`config.mk`:
```
export PLATFORM = sky130hd
export DESIGN_NAME = ucesel_top
export DESIGN_NICKNAME = d
export VERILOG_FILES = /design/src/ucesel_pkg.sv /design/src/ucesel_popcnt.sv /design/src/ucesel_accum.sv /design/src/ucesel_top.sv
export SDC_FILE = /design/constraint.sdc
export NUM_CORES = 1
export LEC_CHECK = 0
export BUFFER_PORTS_ARGS = -buffer_cell sky130_fd_sc_hd__buf_2
export CAP_MARGIN = 10
export CORE_ASPECT_RATIO = 1.5
export CORE_MARGIN = 3
export CORE_UTILIZATION = 49
export CTS_BUF_LIST = sky130_fd_sc_hd__clkbuf_4
export DETAILED_ROUTE_END_ITERATION = 12
export PLACE_DENSITY_LB_ADDON = 0.25
export SYNTH_ARGS = -nofsm -noshare
export SYNTH_HDL_FRONTEND = slang
export SYNTH_SLANG_ARGS = --single-unit
export TNS_END_PERCENT = 50
```
`constraint.sdc`:
```
create_clock -name clk_sys_i -period 3.1 [get_ports clk_sys_i]
set_input_delay 0.155 -clock clk_sys_i [delete_from_list [all_inputs] [get_ports clk_sys_i]]
set_output_delay 0.155 -clock clk_sys_i [all_outputs]
set_load 0.01 [all_outputs]
```
`src/ucesel_pkg.sv`:
```
// Package: event codes, unit masks and counter constants for the uncore event selector
package ucesel_pkg;
  localparam int EVT_W = 8;
  localparam int UMASK_W = 8;
  localparam int CNT_W_DEF = 48;
  localparam int INC_W = 3;

  // Event numbers
  localparam logic [7:0] EVT_LINE_ALLOC = 8'h0a;
  localparam logic [7:0] EVT_LINE_VICTIM = 8'h0b;
  localparam logic [7:0] EVT_HOME_REQ = 8'h20;
  localparam logic [7:0] EVT_TRK_FULL = 8'h21;
  localparam logic [7:0] EVT_TRK_BUSY = 8'h22;

  // Unit masks, line allocation
  localparam logic [7:0] UM_ALLOC_M = 8'h01;
  localparam logic [7:0] UM_ALLOC_E = 8'h02;
  localparam logic [7:0] UM_ALLOC_S = 8'h04;
  localparam logic [7:0] UM_ALLOC_F = 8'h08;
  localparam logic [7:0] UM_ALLOC_ANY = 8'h0f;

  // Unit masks, line victimisation
  localparam logic [7:0] UM_VICT_M = 8'h01;
  localparam logic [7:0] UM_VICT_E = 8'h02;
  localparam logic [7:0] UM_VICT_S = 8'h04;
  localparam logic [7:0] UM_VICT_I = 8'h08;
  localparam logic [7:0] UM_VICT_F = 8'h10;
  localparam logic [7:0] UM_VICT_ANY = 8'h1f;

  // Unit masks, home agent requests
  localparam logic [7:0] UM_REQ_IO_RD = 8'h01;
  localparam logic [7:0] UM_REQ_IO_WR = 8'h02;
  localparam logic [7:0] UM_REQ_REM_RD = 8'h04;
  localparam logic [7:0] UM_REQ_REM_WR = 8'h08;
  localparam logic [7:0] UM_REQ_LOC_RD = 8'h10;
  localparam logic [7:0] UM_REQ_LOC_WR = 8'h20;

  // Unit masks, tracker selection
  localparam logic [7:0] UM_TRK_IO = 8'h01;
  localparam logic [7:0] UM_TRK_REM = 8'h02;
  localparam logic [7:0] UM_TRK_LOC = 8'h04;

  localparam logic [47:0] CNT_RESET = 48'h0;

  typedef enum logic [1:0] {
    UCESEL_IDLE = 2'b00,
    UCESEL_RUN = 2'b01
  } ucesel_state_t;
endpackage

```
`src/ucesel_popcnt.sv`:
```
// Population count of a small pulse vector
`timescale 1ns/1ps
`default_nettype none
module ucesel_popcnt #(
  parameter int N = 4,
  parameter int W = 3
) (
  input wire logic [N-1:0] bits_i,  // Event pulses
  output logic [W-1:0] count_o      // Number of set bits
);
  always_comb begin
    count_o = '0;
    for (int k = 0; k < N; k++) begin
      count_o = count_o + W'(bits_i[k]);
    end
  end
endmodule
`default_nettype wire

```
`src/ucesel_accum.sv`:
```
// Counter accumulator with clear
`timescale 1ns/1ps
`default_nettype none
module ucesel_accum #(
  parameter int CNT_W = 48,
  parameter int INC_W = 3
) (
  input wire logic clk_sys_i,            // Uncore clock
  input wire logic reset_i,              // Sync reset, active high
  input wire logic clear_i,              // Zero the count
  input wire logic enable_i,             // Counting allowed
  input wire logic [INC_W-1:0] inc_i,    // Amount to add this cycle
  output logic [CNT_W-1:0] count_o,      // Running count
  output logic wrap_o                    // Pulse when count wraps
);
  import ucesel_pkg::*;
  logic [CNT_W-1:0] count_reg;
  logic [CNT_W:0] sum;
  logic wrap_reg;

  assign sum = {1'b0, count_reg} + {{(CNT_W + 1 - INC_W){1'b0}}, inc_i};

  always_ff @(posedge clk_sys_i) begin
    if (reset_i || clear_i) begin
      count_reg <= CNT_RESET[CNT_W-1:0];
      wrap_reg <= 1'b0;
    end else begin
      count_reg <= enable_i ? sum[CNT_W-1:0] : count_reg;
      wrap_reg <= enable_i & sum[CNT_W];
    end
  end

  assign count_o = count_reg;
  assign wrap_o = wrap_reg;
endmodule
`default_nettype wire

```
`src/ucesel_top.sv`:
```
// Uncore cache and home agent event selector and counter
`timescale 1ns/1ps
`default_nettype none
module ucesel_top #(
  parameter int CNT_W = ucesel_pkg::CNT_W_DEF
) (
  input wire logic clk_sys_i,                          // Uncore clock, 100 MHz
  input wire logic reset_i,                            // Sync reset, active high
  input wire logic enable_i,                           // Counting enabled
  input wire logic clear_i,                            // Zero the counter
  input wire logic [ucesel_pkg::EVT_W-1:0] event_sel_i,   // Event number
  input wire logic [ucesel_pkg::UMASK_W-1:0] umask_sel_i, // Unit mask
  input wire logic alloc_m_i,                          // Line allocated modified
  input wire logic alloc_e_i,                          // Line allocated exclusive
  input wire logic alloc_s_i,                          // Line allocated shared
  input wire logic alloc_f_i,                          // Line allocated forward
  input wire logic victim_m_i,                         // Modified line victimised
  input wire logic victim_e_i,                         // Exclusive line victimised
  input wire logic victim_s_i,                         // Shared line victimised
  input wire logic victim_i_i,                         // Invalid line victimised
  input wire logic victim_f_i,                         // Forward line victimised
  input wire logic req_io_hub_rd_i,                    // Home read from io hub
  input wire logic req_io_hub_wr_i,                    // Home write from io hub
  input wire logic req_remote_rd_i,                    // Home read from remote socket
  input wire logic req_remote_wr_i,                    // Home write from remote socket
  input wire logic req_local_rd_i,                     // Home read from local socket
  input wire logic req_local_wr_i,                     // Home write from local socket
  input wire logic trk_io_hub_full_i,                  // io hub tracker all full
  input wire logic trk_remote_full_i,                  // Remote tracker all full
  input wire logic trk_local_full_i,                   // Local tracker all full
  input wire logic trk_io_hub_busy_i,                  // io hub tracker busy
  input wire logic trk_remote_busy_i,                  // Remote tracker busy
  input wire logic trk_local_busy_i,                   // Local tracker busy
  output logic [CNT_W-1:0] count_o,                    // Event count
  output logic wrap_o,                                 // Counter wrapped, one cycle
  output logic sel_valid_o,                            // Selection is a listed one
  output logic running_o                               // Counting active
);
  import ucesel_pkg::*;

  ucesel_state_t state_reg;
  ucesel_state_t state_next;

  // Event group decode
  wire is_alloc = (event_sel_i == EVT_LINE_ALLOC);
  wire is_victim = (event_sel_i == EVT_LINE_VICTIM);
  wire is_req = (event_sel_i == EVT_HOME_REQ);
  wire is_full = (event_sel_i == EVT_TRK_FULL);
  wire is_busy = (event_sel_i == EVT_TRK_BUSY);

  wire sel_alloc_m = is_alloc && (umask_sel_i == UM_ALLOC_M);
  wire sel_alloc_e = is_alloc && (umask_sel_i == UM_ALLOC_E);
  wire sel_alloc_s = is_alloc && (umask_sel_i == UM_ALLOC_S);
  wire sel_alloc_f = is_alloc && (umask_sel_i == UM_ALLOC_F);
  wire sel_alloc_any = is_alloc && (umask_sel_i == UM_ALLOC_ANY);

  wire sel_vict_m = is_victim && (umask_sel_i == UM_VICT_M);
  wire sel_vict_e = is_victim && (umask_sel_i == UM_VICT_E);
  wire sel_vict_s = is_victim && (umask_sel_i == UM_VICT_S);
  wire sel_vict_i = is_victim && (umask_sel_i == UM_VICT_I);
  wire sel_vict_f = is_victim && (umask_sel_i == UM_VICT_F);
  wire sel_vict_any = is_victim && (umask_sel_i == UM_VICT_ANY);

  wire sel_req_io_rd = is_req && (umask_sel_i == UM_REQ_IO_RD);
  wire sel_req_io_wr = is_req && (umask_sel_i == UM_REQ_IO_WR);
  wire sel_req_rem_rd = is_req && (umask_sel_i == UM_REQ_REM_RD);
  wire sel_req_rem_wr = is_req && (umask_sel_i == UM_REQ_REM_WR);
  wire sel_req_loc_rd = is_req && (umask_sel_i == UM_REQ_LOC_RD);
  wire sel_req_loc_wr = is_req && (umask_sel_i == UM_REQ_LOC_WR);

  wire sel_full_io = is_full && (umask_sel_i == UM_TRK_IO);
  wire sel_full_rem = is_full && (umask_sel_i == UM_TRK_REM);
  wire sel_full_loc = is_full && (umask_sel_i == UM_TRK_LOC);
  wire sel_busy_io = is_busy && (umask_sel_i == UM_TRK_IO);
  wire sel_busy_rem = is_busy && (umask_sel_i == UM_TRK_REM);
  wire sel_busy_loc = is_busy && (umask_sel_i == UM_TRK_LOC);

  wire listed = sel_alloc_m | sel_alloc_e | sel_alloc_s | sel_alloc_f | sel_alloc_any
              | sel_vict_m | sel_vict_e | sel_vict_s | sel_vict_i | sel_vict_f | sel_vict_any
              | sel_req_io_rd | sel_req_io_wr | sel_req_rem_rd | sel_req_rem_wr
              | sel_req_loc_rd | sel_req_loc_wr
              | sel_full_io | sel_full_rem | sel_full_loc
              | sel_busy_io | sel_busy_rem | sel_busy_loc;

  // Qualified pulses: the any-state masks may see several events per cycle
  wire [3:0] alloc_q = {
    alloc_f_i & (sel_alloc_f | sel_alloc_any),
    alloc_s_i & (sel_alloc_s | sel_alloc_any),
    alloc_e_i & (sel_alloc_e | sel_alloc_any),
    alloc_m_i & (sel_alloc_m | sel_alloc_any)
  };
  wire [4:0] vict_q = {
    victim_f_i & (sel_vict_f | sel_vict_any),
    victim_i_i & (sel_vict_i | sel_vict_any),
    victim_s_i & (sel_vict_s | sel_vict_any),
    victim_e_i & (sel_vict_e | sel_vict_any),
    victim_m_i & (sel_vict_m | sel_vict_any)
  };
  wire single_q = (req_io_hub_rd_i & sel_req_io_rd) | (req_io_hub_wr_i & sel_req_io_wr)
                | (req_remote_rd_i & sel_req_rem_rd) | (req_remote_wr_i & sel_req_rem_wr)
                | (req_local_rd_i & sel_req_loc_rd) | (req_local_wr_i & sel_req_loc_wr)
                | (trk_io_hub_full_i & sel_full_io) | (trk_remote_full_i & sel_full_rem)
                | (trk_local_full_i & sel_full_loc)
                | (trk_io_hub_busy_i & sel_busy_io) | (trk_remote_busy_i & sel_busy_rem)
                | (trk_local_busy_i & sel_busy_loc);

  logic [INC_W-1:0] alloc_cnt;
  logic [INC_W-1:0] vict_cnt;

  ucesel_popcnt #(.N(4), .W(INC_W)) u_alloc_pop (
    .bits_i(alloc_q),
    .count_o(alloc_cnt)
  );

  ucesel_popcnt #(.N(5), .W(INC_W)) u_vict_pop (
    .bits_i(vict_q),
    .count_o(vict_cnt)
  );

  wire [INC_W-1:0] inc_amt = alloc_cnt | vict_cnt | {{(INC_W - 1){1'b0}}, single_q};

  // Run while enabled and not being cleared
  always_comb begin
    case (state_reg)
      UCESEL_IDLE: state_next = (enable_i && !clear_i) ? UCESEL_RUN : UCESEL_IDLE;
      UCESEL_RUN: state_next = (enable_i && !clear_i) ? UCESEL_RUN : UCESEL_IDLE;
      default: state_next = UCESEL_IDLE;
    endcase
  end

  always_ff @(posedge clk_sys_i) begin
    if (reset_i) begin
      state_reg <= UCESEL_IDLE;
    end else begin
      state_reg <= state_next;
    end
  end

  // Inputs registered once so the count is a clean flop path
  logic [INC_W-1:0] inc_reg;
  logic inc_en_reg;
  logic sel_valid_reg;

  always_ff @(posedge clk_sys_i) begin
    if (reset_i) begin
      inc_reg <= '0;
      inc_en_reg <= 1'b0;
      sel_valid_reg <= 1'b0;
    end else begin
      inc_reg <= listed ? inc_amt : '0;
      inc_en_reg <= enable_i && !clear_i;
      sel_valid_reg <= listed;
    end
  end

  ucesel_accum #(.CNT_W(CNT_W), .INC_W(INC_W)) u_accum (
    .clk_sys_i(clk_sys_i),
    .reset_i(reset_i),
    .clear_i(clear_i),
    .enable_i(inc_en_reg),
    .inc_i(inc_reg),
    .count_o(count_o),
    .wrap_o(wrap_o)
  );

  assign sel_valid_o = sel_valid_reg;
  assign running_o = (state_reg == UCESEL_RUN);
endmodule
`default_nettype wire

```
==> flow_metrics.py <==
metrics = {
    "status": {
        "status": "completed",
    },
    "timing": {
        "min_period_over_period_pct": 91.48,
        "tightest_slew_ps": 913.3,
        "finalSetupTns_ps": 0,
        "slew_violations": 0,
        "min_period_ps": 2836,
        "hold_viol": 0,
        "setup_viol": 0,
        "max_slew_margin_pct": 39.11,
        "fmax_mhz": 352.6,
        "hold_ws_ps": 53.46,
        "clock_skew_ps": 22.33,
        "rsz0062_at_grt": "false",
    },
    "clock_network": {
        "cts_tree": "done",
        "root_buffer": "clkbuf_4",
        "cts_buffers": 5,
        "path_clk_slew_ps": 160,
        "htreeDepth": 2,
        "cts_sinks": 54,
        "cts_max_path_buffers": 2,
        "worstSkewPairLatency_ps": 370,
        "post_cts_buffers": 0,
        "post_cts_resized": 0,
    },
    "yosys": {
        "syn_nets": 451,
        "synthTopCellsByArea": "dfxtp_1 (34%), xnor2_1 (8.2%), nor2_1 (6.0%)",
        "synth_cells": 399,
        "yosysTopAreaCell": "dfxtp_1",
        "netlist_area_sq_um": 3192,
        "async_reset_ff_share_pct": 0,
        "synth-warning-count": 0,
        "synth_ff_type": "dfxtp_1",
        "synth_top_area_share_pct": 33.87,
        "ys_seq_area_share_pct": 33.87,
        "avgSynthCellArea_sq_um": 8.000,
        "synth_edf_count": 0,
        "synth_cell_types": 54,
        "synth_seq_cells": 54,
    },
    "layout": {
        "layout_common_cells": "buf_2 (91), dfxtp_1 (54), nor2_1 (51)",
        "syn_to_final_growth_pct": 20.50,
        "final_common_cell": "buf_2",
        "finalCoreUtilization_pct": 61.85,
        "drive_above_1_share_pct": 25.41,
        "nets": 543,
        "largest_reg_flops": 48,
        "finalInstanceArea_sq_um": 3846,
    },
    "grt": {
        "grt_pass1_vias": 2932,
        "grt_max_degree": 49,
        "overflow": 0,
        "grt_pass1_wl_mm": 12.94,
        "antenna_found_initial": 1,
        "grt_usage_pct": 20.86,
    },
    "critical_path": {
        "cp.arrival_ps": 3090,
        "startpoint_type": "primary input",
        "endpoint_kind": "flop",
        "cp_max_fo": 3,
        "required_ps": 3360,
        "criticalPathCategory": "primary input to flop",
        "rr_startpoint": "u_accum.count_o[0]$_SDFFE_PP0P_",
        "startpoint": "umask_sel_i[5]",
    },
    "floorplan": {
        "core_sq_um": 6218,
        "start_util_pct": 51.33,
        "design.die.area_sq_um": 7538,
        "ioPinCount": 92,
        "die_w_um": 71.90,
        "rows": 35,
        "die_h_um": 104.8,
    },
    "pwr": {
        "p_leak_nw": 1.522,
        "powerDensity_nw_per_um2": 310.0,
        "p_total_mw": 1.192,
        "ir_worst_vdd_v": 0.0001605,
    },
    "drt": {
        "drt_first_pass_iters": 4,
        "drt_iter0_markers": 180,
        "postRouteAntennaNets": 0,
        "vias": 3150,
        "routed_wl_mm": 7.866,
        "drcViolationCount": 0,
        "wl_per_cell_um": 13.87,
        "viasPerCell": 5.556,
    },
    "flow_run": {
        "maxCapViolCount": 0,
    },
    "place": {
        "gp_congestion": 0.9823,
        "port_buffers": 91,
        "place_area_sq_um": 3751,
        "dp_hpwl_mm": 6.063,
    },
    "worst_hold_path": {
        "hp-start": "clear_i",
        "hp-class": "primary input to flop",
    },
}
[cells by family (layout without fill, tap and decap cells)]
kind of cell    count (synthesis)  count (layout)  share of synthesized area, %
simple gates                  196             196                         32.93
mux                             3               3                        0.9800
compound gates                 49              49                         9.958
other cells                     0               1                             0
flops                          54              54                         33.87
fa+ha+maj                      11              11                         5.253
buf+inv                        45             138                         5.762
xor+xnor                       41              41                         11.25
[metrics by stage]
stage,setup WS (ps),instances
CTS,278.8,566
detailed placement,-104.5,557
global route,175.7,567
global placement,-27.46,557
floorplan,103.7,399
finish,264.3,567
[critical path, stage by stage]
cell      delay (ps)
buf_2            100
or4_1            560
or2_0            280
o21ai_0          180
and3_1           190
ha_1             250
fa_1             490
ha_1             300
inv_1             50
o311ai_0         120
o41a_1           430
[Yosys cell counts, types with 3 or more instances]
cell type / instances
a21boi_0: 3
a21oi_1: 14
a31oi_1: 3
and2_1: 7
and3_1: 9
and4_1: 7
clkbuf_1: 18
dfxtp_1: 54
fa_1: 4
ha_1: 7
inv_1: 24
nand2_1: 28
nand3_1: 16
nand4_1: 8
nor2_1: 51
nor2b_1: 9
nor3_1: 12
nor4_1: 19
o21ai_0: 13
or2_2: 3
or3_1: 9
xnor2_1: 30
xor2_1: 11
[final cells by class]
class,count,area [sq um]
multi-input cells,300,1927
repair buffers,106,570.5
well taps,74,92.59
clock buffers,6,45.04
clock inverters,2,37.54
fillers,563,2372
inverters,24,90.09
diodes,1,2.502
flip-flops and latches,54,1081
[power by group]
part	internal (mW)	switching (mW)
combinational	0.0422	0.0510
sequential	0.695	0.00171
clock	0.179	0.223
[path summary, 6_finish.rpt]
| kind | slack (ps) | end | cells after the start |
|---|---|---|---|
| worst max-delay path | 260 | inc_reg[0]$_SDFF_PP0_ | 11 |
| worst max register to register | 570 | u_accum.count_o[44]$_SDFFE_PP0P_ | 8 |
| worst min register to register | 500 | u_accum.wrap_o$_SDFF_PP0_ | 2 |
| worst min-delay path | 50 | u_accum.wrap_o$_SDFF_PP0_ | 4 |
[layer usage]
layer	up-vias	part of all wire [%]	GRT usage, %
met5	-	0	0
met4	0	3.6	11.56
met3	18	6.3	3.369
met2	114	50	35.92
met1	1448	40	23.86
li1	1570	-	-
[repair_timing]
action                     4_1_cts  5_1_grt
hold endpoints to repair         1        0
setup endpoints to repair        0        0
hold buffers                     1        0
Note: power is estimated with default switching activity, not from simulation.
